### src/design/lfb_params.svh
// register offsets, field positions, reset values and sizes of the block
`ifndef LFB_PARAMS_SVH
`define LFB_PARAMS_SVH

// ************************************************************
// register map
// ************************************************************
`define LCM_OFFSET 5'h0F
`define BUF_FIRST 5'h10
`define BUF_LAST 5'h1E

// ************************************************************
// link control mirror fields
// ************************************************************
`define CNT_LSB 2
`define CNT_MSB 5
`define DECLINE_BIT 1
`define TRIGGER_BIT 0

// ************************************************************
// reset values and sizes
// ************************************************************
`define RESET_OCTET 8'h00
`define RESET_COUNT 4'h0
`define BUF_OCTETS 15
`define TX_FIFO_DEPTH 32
`define OCTET_WIDTH 8

`endif

### src/design/lfb_pkg.sv
// types shared by the frame buffer register block
package lfb_pkg;

  // ************************************************************
  // types
  // ************************************************************
  typedef logic [4:0] reg_addr_t;
  typedef logic [7:0] octet_t;
  typedef logic [3:0] octet_idx_t;

  // transmit streaming engine
  typedef enum logic [0:0] {
    ST_IDLE = 1'b0,
    ST_SEND = 1'b1
  } send_state_t;

endpackage : lfb_pkg

### src/design/link_frame_buffer_regs.sv
// link control mirror register and fifteen-octet frame buffer
// ************************************************************
// Overview of operation
// - count valid only while frame ready
// - ready count read gives received octets
// - count write sets response octet count
// - count readback stays the received count
// - trigger sends once first octet written
// - control mirror sits at offset 0x0F
// - fifteen octet buffer at 0x10..0x1E
// - reset clears mirror and buffer bits
// ************************************************************
`timescale 1ns/1ps
`include "lfb_params.svh"

module link_frame_buffer_regs import lfb_pkg::*; #(
  parameter int OCTETS = `BUF_OCTETS,
  parameter int FIFO_DEPTH = `TX_FIFO_DEPTH
) (
  input wire logic CORE_CLK, // core clock, 20 MHz
  input wire logic RESET, // synchronous reset, active high
  input wire logic [4:0] REG_ADDR, // register offset from SPI unit
  input wire logic REG_WR, // one-cycle register write strobe
  input wire logic REG_RD, // one-cycle register read strobe
  input wire logic [7:0] REG_WDATA, // register write data
  output logic [7:0] REG_RDATA, // read data, one cycle after REG_RD
  input wire logic RX_FRAME_READY, // received frame available
  input wire logic [3:0] RX_OCTET_COUNT, // octets in received frame
  input wire logic RX_WR, // receiver stores an octet
  input wire logic [3:0] RX_INDEX, // buffer slot of received octet
  input wire logic [7:0] RX_DATA, // received octet
  output logic [3:0] TX_OCTET_COUNT, // octets to send in response
  output logic TX_START, // one-cycle pulse, response launched
  output logic TX_DECLINE, // one-cycle pulse, response declined
  output logic TX_BUSY, // buffer being streamed out
  output logic [7:0] TX_DATA, // response octet to the UART
  output logic TX_VALID, // TX_DATA holds an octet
  input wire logic TX_READY // UART takes TX_DATA
);

  // ************************************************************
  // decode helpers
  // ************************************************************
  // true for any offset inside the frame buffer window
  function automatic logic buf_hit(input reg_addr_t addr);
    buf_hit = (addr >= `BUF_FIRST) && (addr <= `BUF_LAST);
  endfunction : buf_hit

  // buffer slot addressed by a register offset
  function automatic octet_idx_t buf_index(input reg_addr_t addr);
    reg_addr_t diff;
    diff = addr - `BUF_FIRST;
    buf_index = diff[3:0];
  endfunction : buf_index

  octet_t octet [OCTETS];
  logic ctl_wr;
  logic host_buf_wr;
  logic first_written;
  logic send_armed;
  logic launch;
  logic trig_req;
  logic decline_req;
  logic first_wr;
  send_state_t state;
  octet_idx_t send_idx;
  octet_idx_t send_len;
  logic push_valid;
  logic push_ready;
  logic fifo_valid;
  octet_t fifo_data;

  // ************************************************************
  // write decode
  // ************************************************************
  // buffer writes outside a ready frame are dropped silently
  assign ctl_wr = REG_WR && (REG_ADDR == `LCM_OFFSET);
  assign host_buf_wr = REG_WR && buf_hit(REG_ADDR) && RX_FRAME_READY;
  assign trig_req = ctl_wr && REG_WDATA[`TRIGGER_BIT];
  assign decline_req = ctl_wr && REG_WDATA[`DECLINE_BIT];
  assign first_wr = host_buf_wr && (buf_index(REG_ADDR) == '0);

  // ************************************************************
  // frame buffer storage
  // ************************************************************
  // the receiver wins a collision: it fills the buffer only while no
  // frame is presented to the host, so a clash means a host mistake
  for (genvar i = 0; i < OCTETS; i++) begin : g_octet
    always_ff @(posedge CORE_CLK) begin
      if (RESET) begin
        octet[i] <= `RESET_OCTET;
      end else if (RX_WR && (RX_INDEX == octet_idx_t'(i))) begin
        octet[i] <= RX_DATA;
      end else if (host_buf_wr && (buf_index(REG_ADDR) == octet_idx_t'(i)))
      begin
        octet[i] <= REG_WDATA;
      end
    end
  end

  // ************************************************************
  // link control mirror
  // ************************************************************
  // the written count only steers the transmitter; reads never see it
  always_ff @(posedge CORE_CLK) begin
    if (RESET) begin
      TX_OCTET_COUNT <= `RESET_COUNT;
    end else if (ctl_wr) begin
      TX_OCTET_COUNT <= REG_WDATA[`CNT_MSB:`CNT_LSB];
    end
  end

  // first buffer octet seen; a fresh write wins over the launch clear
  always_ff @(posedge CORE_CLK) begin
    if (RESET) begin
      first_written <= 1'b0;
    end else if (first_wr) begin
      first_written <= 1'b1;
    end else if (launch || decline_req) begin
      first_written <= 1'b0;
    end
  end

  // deferred send: the trigger waits for the first octet, decline wins
  always_ff @(posedge CORE_CLK) begin
    if (RESET) begin
      send_armed <= 1'b0;
    end else if (decline_req) begin
      send_armed <= 1'b0;
    end else if (trig_req) begin
      send_armed <= 1'b1;
    end else if (launch) begin
      send_armed <= 1'b0;
    end
  end

  assign launch = send_armed && first_written && (state == ST_IDLE);

  // event pulses to the rest of the link unit
  always_ff @(posedge CORE_CLK) begin
    if (RESET) begin
      TX_START <= 1'b0;
      TX_DECLINE <= 1'b0;
    end else begin
      TX_START <= launch;
      TX_DECLINE <= decline_req;
    end
  end

  // ************************************************************
  // response streaming
  // ************************************************************
  // octets leave in slot order; the fifo stalls us when the UART lags
  assign push_valid = (state == ST_SEND) && (send_idx != send_len);

  always_ff @(posedge CORE_CLK) begin
    if (RESET) begin
      state <= ST_IDLE;
      send_idx <= '0;
      send_len <= '0;
      TX_BUSY <= 1'b0;
    end else begin
      case (state)
        ST_IDLE: begin
          if (launch) begin
            state <= ST_SEND;
            send_idx <= '0;
            send_len <= TX_OCTET_COUNT;
            TX_BUSY <= 1'b1;
          end
        end
        ST_SEND: begin
          if (send_idx == send_len) begin
            state <= ST_IDLE;
            TX_BUSY <= 1'b0;
          end else if (push_ready) begin
            send_idx <= send_idx + 1'b1;
          end
        end
        default: begin
          state <= ST_IDLE;
          TX_BUSY <= 1'b0;
        end
      endcase
    end
  end

  // count above the buffer size is clamped to the last slot
  octet_t push_data;
  assign push_data = (send_idx < octet_idx_t'(OCTETS)) ?
                     octet[send_idx] : octet[OCTETS-1];

  octet_fifo #(
    .WIDTH(`OCTET_WIDTH),
    .DEPTH(FIFO_DEPTH)
  ) u_tx_fifo (
    .clk(CORE_CLK),
    .reset(RESET),
    .in_valid(push_valid),
    .in_data(push_data),
    .in_ready(push_ready),
    .out_valid(fifo_valid),
    .out_data(fifo_data),
    .out_ready(TX_READY)
  );

  assign TX_DATA = fifo_data;
  assign TX_VALID = fifo_valid;

  // ************************************************************
  // read path
  // ************************************************************
  // count is zero unless a frame is ready, so stale values never leak;
  // trigger and decline bits are write-only and read zero
  always_ff @(posedge CORE_CLK) begin
    if (RESET) begin
      REG_RDATA <= `RESET_OCTET;
    end else if (REG_RD) begin
      if (REG_ADDR == `LCM_OFFSET) begin
        REG_RDATA <= '0;
        if (RX_FRAME_READY) begin
          REG_RDATA[`CNT_MSB:`CNT_LSB] <= RX_OCTET_COUNT;
        end
      end else if (buf_hit(REG_ADDR) && RX_FRAME_READY) begin
        REG_RDATA <= octet[buf_index(REG_ADDR)];
      end else begin
        REG_RDATA <= '0;
      end
    end
  end

  // ************************************************************
  // assertions
  // ************************************************************
  count_read_a: assert property (
    @(posedge CORE_CLK) disable iff (RESET)
    REG_RD && (REG_ADDR == `LCM_OFFSET) && RX_FRAME_READY
    |=> REG_RDATA[`CNT_MSB:`CNT_LSB] == $past(RX_OCTET_COUNT))
  else $error("count read does not match received octets");

  count_hidden_a: assert property (
    @(posedge CORE_CLK) disable iff (RESET)
    REG_RD && (REG_ADDR == `LCM_OFFSET) && !RX_FRAME_READY
    |=> REG_RDATA == 8'h00)
  else $error("count visible without a ready frame");

  tx_count_set_a: assert property (
    @(posedge CORE_CLK) disable iff (RESET)
    ctl_wr |=> TX_OCTET_COUNT == $past(REG_WDATA[`CNT_MSB:`CNT_LSB]))
  else $error("written count not applied to response");

  count_readback_a: assert property (
    @(posedge CORE_CLK) disable iff (RESET)
    ctl_wr ##[1:2] (REG_RD && (REG_ADDR == `LCM_OFFSET) && RX_FRAME_READY)
    |=> REG_RDATA[`CNT_MSB:`CNT_LSB] == $past(RX_OCTET_COUNT))
  else $error("readback returned the written count");

  send_gated_a: assert property (
    @(posedge CORE_CLK) disable iff (RESET)
    TX_START |-> $past(first_written) && $past(send_armed))
  else $error("response launched before first octet");

  send_delay_a: assert property (
    @(posedge CORE_CLK) disable iff (RESET)
    trig_req && !decline_req && first_written && (state == ST_IDLE)
    |=> ##1 TX_START)
  else $error("armed trigger did not launch");

  mirror_bits_a: assert property (
    @(posedge CORE_CLK) disable iff (RESET)
    REG_RD && (REG_ADDR == `LCM_OFFSET)
    |=> (REG_RDATA[7:6] == 2'b00) && (REG_RDATA[1:0] == 2'b00))
  else $error("mirror reserved or write-only bits read nonzero");

  buf_store_a: assert property (
    @(posedge CORE_CLK) disable iff (RESET)
    host_buf_wr && !RX_WR
    |=> octet[$past(buf_index(REG_ADDR))] == $past(REG_WDATA))
  else $error("buffer octet not stored");

  buf_locked_a: assert property (
    @(posedge CORE_CLK) disable iff (RESET)
    REG_RD && buf_hit(REG_ADDR) && !RX_FRAME_READY |=> REG_RDATA == 8'h00)
  else $error("locked buffer returned data");

  reset_clear_a: assert property (
    @(posedge CORE_CLK)
    $past(RESET) && RESET
    |-> (TX_OCTET_COUNT == 4'h0) && (REG_RDATA == 8'h00) && !TX_START)
  else $error("state not cleared by reset");

  decline_drop_a: assert property (
    @(posedge CORE_CLK) disable iff (RESET)
    decline_req |=> ##1 !TX_START)
  else $error("declined response was launched");

  busy_on_start_a: assert property (
    @(posedge CORE_CLK) disable iff (RESET)
    TX_START |-> TX_BUSY)
  else $error("launch without streaming");

endmodule : link_frame_buffer_regs

### src/design/octet_fifo.sv
// first-in first-out buffer with registered read data
`timescale 1ns/1ps

module octet_fifo #(
  parameter int WIDTH = 8,
  parameter int DEPTH = 32
) (
  input wire logic clk, // core clock
  input wire logic reset, // synchronous, active high
  input wire logic in_valid, // producer offers a word
  input wire logic [WIDTH-1:0] in_data, // word offered
  output logic in_ready, // room for a word
  output logic out_valid, // out_data holds a word
  output logic [WIDTH-1:0] out_data, // registered head word
  input wire logic out_ready // consumer takes out_data
);

  localparam int AW = (DEPTH > 1) ? $clog2(DEPTH) : 1;

  logic [WIDTH-1:0] mem [DEPTH];
  logic [AW-1:0] wr_ptr;
  logic [AW-1:0] rd_ptr;
  logic [AW:0] used;
  logic take;
  logic give;

  // ************************************************************
  // handshakes
  // ************************************************************
  // give refills the output register whenever it is empty or drained
  assign in_ready = (used != (AW+1)'(DEPTH));
  assign take = in_valid && in_ready;
  assign give = (used != '0) && (!out_valid || out_ready);

  // storage carries no reset: only words behind the pointers are read
  always_ff @(posedge clk) begin
    if (take) begin
      mem[wr_ptr] <= in_data;
    end
  end

  // write pointer, wraps at any depth
  always_ff @(posedge clk) begin
    if (reset) begin
      wr_ptr <= '0;
    end else if (take) begin
      wr_ptr <= (wr_ptr == AW'(DEPTH - 1)) ? '0 : wr_ptr + 1'b1;
    end
  end

  // read pointer
  always_ff @(posedge clk) begin
    if (reset) begin
      rd_ptr <= '0;
    end else if (give) begin
      rd_ptr <= (rd_ptr == AW'(DEPTH - 1)) ? '0 : rd_ptr + 1'b1;
    end
  end

  // fill level
  always_ff @(posedge clk) begin
    if (reset) begin
      used <= '0;
    end else if (take && !give) begin
      used <= used + 1'b1;
    end else if (give && !take) begin
      used <= used - 1'b1;
    end
  end

  // output register
  always_ff @(posedge clk) begin
    if (reset) begin
      out_valid <= 1'b0;
      out_data <= '0;
    end else if (give) begin
      out_valid <= 1'b1;
      out_data <= mem[rd_ptr];
    end else if (out_ready) begin
      out_valid <= 1'b0;
    end
  end

endmodule : octet_fifo

### config.mk
export PLATFORM = sky130hd
export DESIGN_NAME = link_frame_buffer_regs
export DESIGN_NICKNAME = d
export VERILOG_FILES = /design/src/design/lfb_pkg.sv /design/src/design/link_frame_buffer_regs.sv /design/src/design/octet_fifo.sv
export VERILOG_INCLUDE_DIRS = /design/src /design/src/design
export SDC_FILE = /design/constraint.sdc
export NUM_CORES = 1
export LEC_CHECK = 0
export BUFFER_PORTS_ARGS = -buffer_cell sky130_fd_sc_hd__buf_2
export CAP_MARGIN = 20
export CELL_PAD_IN_SITES_DETAIL_PLACEMENT = 2
export CELL_PAD_IN_SITES_GLOBAL_PLACEMENT = 2
export CORE_MARGIN = 8
export CORE_UTILIZATION = 46
export DETAILED_ROUTE_END_ITERATION = 8
export PLACE_DENSITY = 0.8
export SKIP_LAST_GASP = 1
export SYNTH_ARGS = -nofsm -noshare
export SYNTH_HDL_FRONTEND = slang
export SYNTH_SLANG_ARGS = --single-unit
export TNS_END_PERCENT = 30
### constraint.sdc
create_clock -name CORE_CLK -period 3.8 [get_ports CORE_CLK]
set_clock_uncertainty 0.1 [all_clocks]
set_input_delay 0.76 -clock CORE_CLK [delete_from_list [all_inputs] [get_ports CORE_CLK]]
set_output_delay 0.76 -clock CORE_CLK [all_outputs]
set_load 0.1 [all_outputs]
==> results.tsv, run 1 <==
stage	metric	value	unit
outcome	status	finished, final reports clean	
setup_path	cp.required	4.17	ns
setup_path	r2r_slack	0.21	ns
clocking	htree_levels	2	
setup_path	crit_arrival	3.95	ns
sta	fmax	279	MHz
synth	synthMuxAreaShare	16.5	%
sta	maxSlewViolCount	0	
sta	finalCriticalPeriod	3.59	ns
synth	synth_cell_types	65	
synth	synth_top_flop_cell	edfxtp_1	
clocking	cts_tree	done	
floorplanning	fp.dieH	223	microns
synth	synthAdderAreaFrac	0.926	%
clocking	clk_root_buffer_cell	clkbuf_16	
setup_path	path_class	register to register	
synth	synth-seq-area-share	62.8	%
clocking	clkTransAtPathRegs	0.06	ns
sta	rsz0062_at_grt	no	
synth	synthXorXnorAreaFrac	0.399	%
floorplanning	num_rows	76	
synth	ys_warn_count	0	
cells_and_area	final_cell_mix	edfxtp_1 (376), a22o_1 (121), mux4_2 (111), nor2_1 (95), buf_2 (60)	
power_and_ir_drop	p_per_area	583	nW/um^2
synth	synth_enable_flop_cells	376	
detailed_routing	vias_per_cell	6.64	
power_and_ir_drop	ir_drop	0.601	mV
cells_and_area	layout-drive-gt1-share	24.1	%
setup_path	startpoint	u_tx_fifo.used[1]	
sta	fin_crit_sh	94.4	%
setup_path	end_kind	register	
setup_path	r2r-end	u_tx_fifo.used[5]	
sta	hold_ws	0.382	ns
placement	portBuffers	59	
cells_and_area	utilization	52.2	%
sta	setup_viol	0	
cells_and_area	final_nets	1397	
clocking	clock_path_buffers	3	
global_routing	grt_overflow	0	
global_routing	grt_pass1_wl	98.1	mm
synth	synth-seq-cells	431	
power_and_ir_drop	leakagePower	7.28	nW
placement	hpwl	44.4	mm
setup_path	reg2reg_depth	12	
floorplanning	die-area	49800	sq um
setup_path	cp_cell_sequence	or4_1 -> nor3b_1 -> or2_0 -> inv_2 -> ha_1 -> inv_1 -> ha_1 -> a21o_1 -> a21o_1 -> a211o_1 -> o211ai_1 -> mux2_2	
setup_path	r2r-start	u_tx_fifo.used[1]	
detailed_routing	wire_per_inst	34.3	microns
sta	finalHoldViolCount	0	
clocking	numCtsBuffers	48	
synth	synth_compound_area_share	9.55	%
setup_path	cpMaxStageDelayCell	or4_1	
synth	synthArstFlopShare	0	%
floorplanning	start_util	46.2	%
synth	syn_nets	1324	
global_routing	grt_max_degree	67	
job	cap_violations	0	
setup_path	cpPeakStageDelay	0.59	ns
detailed_routing	ant_nets	0	
floorplanning	core	42700	sq um
setup_path	crit_path_start_kind	register	
min_path	hold_class	register to register	
detailed_routing	firstDrtPassIters	5	
floorplanning	ioPinCount	60	
cells_and_area	instances_no_fill	1929	
clocking	clock-sinks	431	
synth	synth_top_family_by_area	multiplexers	
cells_and_area	final_common_cell	edfxtp_1	
clocking	cts_hold_buf	0	
synth	synthCells	1274	
clocking	cts_resized	0	
floorplanning	die_x	223	microns
global_routing	first_global_vias	14000	
global_routing	antenna_found_initial	2	
placement	gp_congestion	0.863	
setup_path	critPathCapture	u_tx_fifo.used[5]	
clocking	worstSkewPairLatency	0.59	ns
clocking	post_cts_buffers	0	
sta	relSlewSlack	32.4	%
detailed_routing	first_iter_violations	1016	
placement	dp_cells	1842	
synth	syn_avg_cell_area	15.5	sq um
global_routing	grt_usage	26.6	%
setup_path	cp_max_fo	5	
sta	tightest_slew	1.01	ns
detailed_routing	drc	0	
synth	syn_area	19700	sq um
sta	tns	0	ns
cells_and_area	areaGrowthSynthToFinish	12.9	%
synth	synth-simple-area-share	7.29	%
detailed_routing	vias	12800	
detailed_routing	routed_wl	66.1	mm
through the flow:
stage	setup WS, ns	instance area (sq um)	total power, mW
after floorplan	0.225	19700	7.53
after global placement	0.393	20700	8.20
after detailed placement	0.282	20700	8.34
after CTS	0.194	22300	13.1
after global routing	0.0314	22300	13.4
final	0.211	22300	13.0
how the worst min path moves through the flow:
stage                                from                    end  slack, ns  cells past startpoint
finish                      first_written          first_written       0.38                      2
global route                     TX_READY    u_tx_fifo.out_valid       0.40                      3
CTS                              TX_READY    u_tx_fifo.out_valid       0.37                      3
detailed placement  u_tx_fifo.out_data[0]  u_tx_fifo.out_data[0]       0.38                      2
global placement    u_tx_fifo.out_data[3]  u_tx_fifo.out_data[3]       0.36                      2
floorplan                   first_written          first_written       0.35                      2
worst max-delay path, delay by kind of cell (launching register included):
kind	cells	cell delay (ns)
AND/OR/NAND/NOR	3	1.09
AO/OA/AOI/OAI	4	0.81
adder cells (fa/ha/maj)	2	0.52
multiplexers	1	0.36
flip-flops	1	0.35
buffers and inverters	2	0.26
layout make-up:
type / instances / area (sq um)
antenna: 1 / 2.50
clock buffer: 70 / 1360
clock inverter: 15 / 205
fill: 3876 / 20400
inverter: 14 / 52.6
multi-input combinational: 738 / 6860
sequential: 431 / 12400
tap: 546 / 683
timing repair buffer: 114 / 718
flip-flops by register name (all words and copies together) (netlist names), named ones only:
register and count:
u_tx_fifo.used 6, send_len 4, u_tx_fifo.wr_ptr 5, send_idx 4
REG_RDATA 8, u_tx_fifo.rd_ptr 5, octet 120, state 1
u_tx_fifo.out_valid 1, first_written 1, send_armed 1, u_tx_fifo.mem 256
u_tx_fifo.out_data 8, TX_OCTET_COUNT 4, TX_START 1, TX_DECLINE 1
TX_BUSY 1
cells in the mapped netlist (all sizes together) (14+ instances only):
| library cell | number | area, sq um |
|---|---|---|
| clkbuf | 49 | 184 |
| buf | 42 | 259 |
| nor2 | 95 | 357 |
| edfxtp | 376 | 11300 |
| dfxtp | 55 | 1100 |
| a22o | 121 | 1060 |
| o21ai | 32 | 160 |
| nand3 | 24 | 120 |
| mux2i | 59 | 591 |
| nand2 | 63 | 246 |
| or3 | 14 | 92.6 |
| nor3 | 33 | 241 |
| mux4 | 112 | 2530 |
| a21oi | 39 | 195 |
metal layers:
metal  wire [microns]  GRT usage [%]
met1            25000           32.1
met2            34400           47.0
met3             3580           3.91
met4             3090           11.8
met5               13              0
kinds of logic after synthesis:
family	count (synthesis)
flip-flops	431
AND/OR/NAND/NOR	283
AO/OA/AOI/OAI	248
multiplexers	184
buffers and inverters	105
adder cells (fa/ha/maj)	14
XOR/XNOR	9
power breakdown:
group | switching, mW | internal, mW | total, mW | leakage (nW)
logic | 1.55 | 1.04 | 2.59 | 2.61
clock network | 1.91 | 2.81 | 4.72 | 0.760
registers | 0.341 | 5.33 | 5.67 | 3.90
total | 3.79 | 9.19 | 13.0 | 7.28
(Power assumes the default switching activity.)
==> run 2: changes to the inputs <==
- RECOVER_POWER: default -> 50
==> run 2 against run 1 <==
Against the previous run:
- design area down 1.0%
- via count up 0.19%
- critical path type unchanged
- routed wire length about the same
- power down 0.17%
- global-route usage unchanged
- register-to-register slack about the same
- non-clock buffer count unchanged
- critical path depth unchanged
- hold slack about the same
- utilization down 0.55 points
- the flow now finishes with violations (max-capacitance violations, max-slew violations)
==> results.tsv, run 2 (synthesis results as in run 1) <==
stage	metric	value	unit	change
clocking	cts_tree	done		
setup_path	cp_cell_sequence	or4_1 -> nor3b_1 -> or2_0 -> inv_2 -> ha_1 -> inv_1 -> ha_1 -> a21o_1 -> a21o_1 -> a211o_1 -> o211ai_1 -> mux2_2		
cells_and_area	fillers	3923		+1.2%
power_and_ir_drop	ir_drop	0.588	mV	-2.1%
cells_and_area	areaGrowthSynthToFinish	11.7	%	
clocking	clkTransAtPathRegs	0.06	ns	about the same
detailed_routing	vias	12800		+0.19%
global_routing	grt_max_degree	67		unchanged
global_routing	grt_usage	26.6	%	unchanged
setup_path	path_class	register to register		
job	cap_violations	4		+4
outcome	violations	max-capacitance violations, max-slew violations		
power_and_ir_drop	switching_share	29.3	%	+0.052 points
cells_and_area	largest-register	u_tx_fifo.mem		
cells_and_area	layout-drive-gt1-share	18.8	%	-5.3 points
global_routing	antenna_found_initial	2		unchanged
detailed_routing	first_iter_violations	976		-3.9%
detailed_routing	routed_wl	66.1	mm	about the same
clocking	clk_root_buffer_cell	clkbuf_16		
power_and_ir_drop	seq_power_share	43.8	%	about the same
floorplanning	ioPinCount	60		unchanged
power_and_ir_drop	p_per_area	588	nW/um^2	+0.88%
sta	maxSlewViolCount	119		+119
global_routing	grt_overflow	0		unchanged
setup_path	cpMaxStageDelayCell	or4_1		
power_and_ir_drop	clkPwrFrac	36.4	%	about the same
global_routing	grt_pass1_wl	98.1	mm	unchanged
clocking	worstSkewPairLatency	0.59	ns	about the same
power_and_ir_drop	combinationalPowerShare	19.8	%	-0.2 points
setup_path	cpPeakStageDelay	0.59	ns	about the same
setup_path	cp_max_fo	5		unchanged
cells_and_area	instances_no_fill	1929		unchanged
outcome	status	complete, but fails checks		
placement	hpwl	44.4	mm	unchanged
sta	relSlewSlack	-8.54	%	-41 points
cells_and_area	reg_top3	u_tx_fifo.mem x256, octet x120		
cells_and_area	final_nets	1397		unchanged
floorplanning	die-area	49800	sq um	unchanged
sta	finalCriticalPeriod	3.59	ns	-0.000988 ns
setup_path	crit_path_start_kind	register		
detailed_routing	drc	0		unchanged
placement	portBuffers	59		unchanged
sta	tns	0	ns	unchanged
clocking	clock-sinks	431		unchanged
cells_and_area	final_common_cell	edfxtp_1		
floorplanning	die_x	223	microns	unchanged
detailed_routing	vias_per_cell	6.65		+0.19%
floorplanning	fp.dieH	223	microns	unchanged
detailed_routing	wire_per_inst	34.3	microns	about the same
clocking	htree_levels	2		unchanged
setup_path	cp.required	4.17	ns	about the same
floorplanning	core	42700	sq um	unchanged
global_routing	first_global_vias	14000		unchanged
cells_and_area	utilization	51.6	%	-0.55 points
sta	setup_viol	0		unchanged
sta	rsz0062_at_grt	no		
detailed_routing	firstDrtPassIters	5		unchanged
sta	fin_crit_sh	94.4	%	about the same
clocking	clock_path_buffers	3		unchanged
sta	finalHoldViolCount	0		unchanged
min_path	hold_class	register to register		
power_and_ir_drop	switchingPower	3.80	mW	about the same
cells_and_area	final_cell_mix	edfxtp_1 (376), a22o_1 (121), mux4_2 (111), nor2_1 (95), clkbuf_1 (65)		
clocking	post_cts_buffers	0		unchanged
detailed_routing	ant_nets	0		unchanged
power_and_ir_drop	leakagePower	7.06	nW	-3.0%
setup_path	crit_arrival	3.95	ns	about the same
placement	dp_cells	1842		unchanged
floorplanning	start_util	46.2	%	unchanged
floorplanning	num_rows	76		unchanged
cells_and_area	largest_reg_flops	256		unchanged
power_and_ir_drop	p_int	9.17	mW	-0.24%
placement	gp_congestion	0.863		unchanged
cells_and_area	multi_input_area	6770	sq um	-1.3%
clocking	numCtsBuffers	48		unchanged
sta	tightest_slew	1.63	ns	+0.617 ns
setup_path	end_kind	register		
cells_and_area	regArea	12400	sq um	about the same
sta	fmax	279	MHz	about the same
==> run 2: cell count changes in the layout (fill, tap and decap cells not counted), sizes merged <==
cell and change:
clkbuf +55, buf -55
==> run 2: final timing paths <==
check	slack [ns]	startpoint	to	cells after the start
worst max-delay path	0.21	u_tx_fifo.used[1]	u_tx_fifo.used[5]	12
worst min-delay path	0.38	first_written	first_written	2
worst max register to register	0.21	u_tx_fifo.used[1]	u_tx_fifo.used[5]	12
worst min register to register	0.38	first_written	first_written	2
==> run 2: area by class of cell <==
| class | count | share of cell area [%] |
|---|---|---|
| diodes | 1 | 0.0114 |
| clock buffers | 70 | 6.19 |
| clock inverters | 15 | 0.931 |
| inverters | 14 | 0.238 |
| multi-input cells | 738 | 30.7 |
| flip-flops and latches | 431 | 56.2 |
| well taps | 546 | 3.10 |
| repair buffers | 114 | 2.62 |
==> run 2: worst max-delay path, delay by kind of cell, from the launching register on <==
kind | cells | cell delay (ns)
adders and majority gates | 2 | 0.52
buffers and inverters | 2 | 0.26
and+or+nand+nor | 3 | 1.09
DFF | 1 | 0.35
AOI/OAI and AO/OA | 4 | 0.81
muxes | 1 | 0.36
==> run 2: through the flow <==
| stage | total power [mW] | hold WS, ns | setup slack, ns | instance area [sq um] |
|---|---|---|---|---|
| after floorplan | 7.53 | 0.348 | 0.225 | 19700 |
| after global placement | 8.20 | 0.359 | 0.393 | 20700 |
| after detailed placement | 8.34 | 0.377 | 0.282 | 20700 |
| after CTS | 13.1 | 0.367 | 0.194 | 22300 |
| after global routing | 13.3 | 0.402 | 0.0292 | 22000 |
| final | 13.0 | 0.382 | 0.212 | 22000 |
==> run 2: timing repair <==
action	CTS	global route
gates resized for setup	0	1
setup endpoints to repair	0	1
hold buffers	0	0
==> run 2: power by group through the flow <==
stage	sequential, mW	clock (mW)	combinational (mW)
final	5.67	4.72	2.57
after global routing	5.72	4.93	2.69
after CTS	5.68	4.79	2.60
after detailed placement	5.77	0	2.57
after global placement	5.75	0	2.45
after floorplan	5.83	0	1.71
==> run 2: routing by layer <==
metal  global-route usage, %  up-vias  wire length, microns
li1                        -     5299                     -
met1                    32.1     6812                 25000
met2                    47.0      550                 34400
met3                    3.91      174                  3580
met4                    11.8        2                  3190
met5                       0        -                    13
==> run 3: changes to the inputs <==
- CELL_PAD_IN_SITES_DETAIL_PLACEMENT: 2 -> 0
- CELL_PAD_IN_SITES_GLOBAL_PLACEMENT: 2 -> 1
- CORE_UTILIZATION: 46 -> 53
- SLEW_MARGIN: default -> 20
==> run 3 against run 2 <==
Against the previous run:
- worst setup slack gained 0.050 ns
- flip-flop and latch count is the same
- the run still ends with max-capacitance violations, max-slew violations left
- clock-buffer cell count shrank 4
- critical path depth shrank 6
- clock power shrank 11%
- first-iteration DRC count shrank 3.2%
- fmax grew 1.4%
- global-route usage shrank 3.2 points
- largest power group unchanged
- utilization grew 7.6 points
- sequential power shrank 0.7%
- power shrank 5.2%
==> results.tsv, run 3 (synthesis results as in run 1) <==
stage	metric	value	unit	change
setup_path	crit_arrival	3.86	ns	-0.09 ns
floorplanning	num_rows	70		-7.9%
placement	gp_congestion	0.924		+7.1%
sta	hold_ws	0.368	ns	-0.0145 ns
setup_path	path_class	input port to register		
sta	relSlewSlack	-0.0248	%	+8.5 points
setup_path	reg2reg_depth	13		+1
global_routing	antenna_found_initial	0		-2
sta	tightest_slew	1.50	ns	-0.128 ns
clocking	clock-sinks	431		unchanged
placement	hpwl	34.4	mm	-22%
cells_and_area	layout-drive-gt1-share	18.0	%	-0.78 points
power_and_ir_drop	leakagePower	6.93	nW	-1.8%
sta	finalHoldViolCount	0		unchanged
global_routing	grt_pass1_wl	77.6	mm	-21%
global_routing	grt_max_degree	67		unchanged
floorplanning	core	36600	sq um	-14%
sta	maxSlewViolCount	15		-87%
clocking	clock_path_buffers	3		unchanged
sta	finalCriticalPeriod	3.54	ns	-0.0496 ns
detailed_routing	vias	12100		-5.6%
power_and_ir_drop	ir_drop	0.378	mV	-36%
setup_path	cp_max_fo	44		+39
floorplanning	ioPinCount	60		unchanged
sta	rsz0062_at_grt	no		
cells_and_area	final_nets	1385		-0.86%
setup_path	crit_path_start_kind	input port		
clocking	cts_resized	0		unchanged
detailed_routing	wire_per_inst	28.2	microns	-18%
sta	tns	0	ns	unchanged
sta	setup_viol	0		unchanged
floorplanning	fp.dieH	209	microns	-6.3%
floorplanning	die-area	43700	sq um	-12%
detailed_routing	ant_nets	0		unchanged
min_path	hold_class	register to register		
power_and_ir_drop	p_per_area	566	nW/um^2	-3.7%
cells_and_area	final_common_cell	edfxtp_1		
clocking	clk_root_buffer_cell	clkbuf_16		
cells_and_area	diodes	0		-1
cells_and_area	largest-register	u_tx_fifo.mem		
sta	fin_crit_sh	93.1	%	-1.3 points
cells_and_area	areaGrowthSynthToFinish	9.97	%	
sta	fmax	283	MHz	+1.4%
global_routing	grt_overflow	0		unchanged
global_routing	grt_usage	23.5	%	-3.2 points
global_routing	first_global_vias	12200		-13%
clocking	cts_tree	done		
cells_and_area	fillers	2851		-27%
clocking	worstSkewPairLatency	0.56	ns	-0.03 ns
cells_and_area	reg_top3	u_tx_fifo.mem x256, octet x120		
outcome	violations	max-capacitance violations, max-slew violations		
clocking	clkTransAtPathRegs	0.06	ns	about the same
clocking	htree_levels	2		unchanged
placement	portBuffers	59		unchanged
setup_path	cp.required	4.12	ns	-0.05 ns
floorplanning	die_x	209	microns	-6.3%
min_path	hold_depth	2		unchanged
outcome	status	complete, but fails checks		
cells_and_area	largest_reg_flops	256		unchanged
clocking	numCtsBuffers	44		-8.3%
clocking	post_cts_buffers	0		unchanged
job	cap_violations	1		-3
clocking	cts_hold_buf	0		unchanged
detailed_routing	vias_per_cell	6.59		-0.95%
detailed_routing	first_iter_violations	945		-3.2%
floorplanning	start_util	53.9	%	+7.7 points
detailed_routing	routed_wl	51.9	mm	-21%
detailed_routing	drc	0		unchanged
setup_path	end_kind	register		
detailed_routing	firstDrtPassIters	5		unchanged
cells_and_area	final_cell_mix	edfxtp_1 (376), a22o_1 (121), mux4_2 (111), nor2_1 (95), clkbuf_1 (65)		
==> run 3: report_power, final <==
group | switching, mW | total, mW | internal, mW | leakage [nW]
clock network | 1.80 | 4.19 | 2.39 | 0.674
registers | 0.305 | 5.63 | 5.33 | 3.90
logic | 1.44 | 2.46 | 1.02 | 2.35
==> run 3: worst paths after layout <==
path,from,endpoint,slack (ns)
hold reg to reg,first_written,first_written,0.37
hold / removal,first_written,first_written,0.37
setup / recovery,REG_ADDR[1],octet[0][1],0.26
setup reg to reg,send_idx[0],u_tx_fifo.used[5],0.27
==> run 3: critical path: stages <==
cell	delay [ns]
clkbuf_1	0.12
clkbuf_2	0.60
or4b_1	0.84
or3_1	0.51
nor3_1	0.75
a22o_1	0.23
==> run 3: metal layers <==
metal	share of wire, %	vias to the layer above	GRT usage (%)
li1	-	5270	-
met1	40	6194	30.4
met2	49	532	39.8
met3	6.5	119	3.32
met4	3.8	0	9.09
met5	0	-	0
==> run 3: layout make-up <==
| cell class | instances | area [sq um] | area share [%] |
|---|---|---|---|
| Sequential cell | 431 | 12400 | 57.1 |
| Inverter | 14 | 52.6 | 0.242 |
| Timing Repair Buffer | 106 | 527 | 2.43 |
| Multi-Input combinational cell | 738 | 6750 | 31.1 |
| Tap cell | 468 | 586 | 2.70 |
| Clock inverter | 15 | 128 | 0.588 |
| Clock buffer | 66 | 1270 | 5.83 |
==> run 3: metrics by stage <==
| step | area [sq um] | setup WS [ns] | std cells | util (%) | total power, mW |
|---|---|---|---|---|---|
| 2_1_floorplan | 19700 | 0.225 | 1274 | - | 7.53 |
| 3_3_place_gp | 20500 | 0.445 | 1757 | 56.1 | 8.19 |
| 3_5_place_dp | 20500 | 0.389 | 1757 | 56.1 | 8.22 |
| 4_1_cts | 21900 | 0.376 | 1838 | 59.9 | 12.4 |
| 5_1_grt | 21700 | 0.101 | 1838 | 59.3 | 12.7 |
| 6_report | 21700 | 0.262 | 1838 | 59.3 | 12.3 |
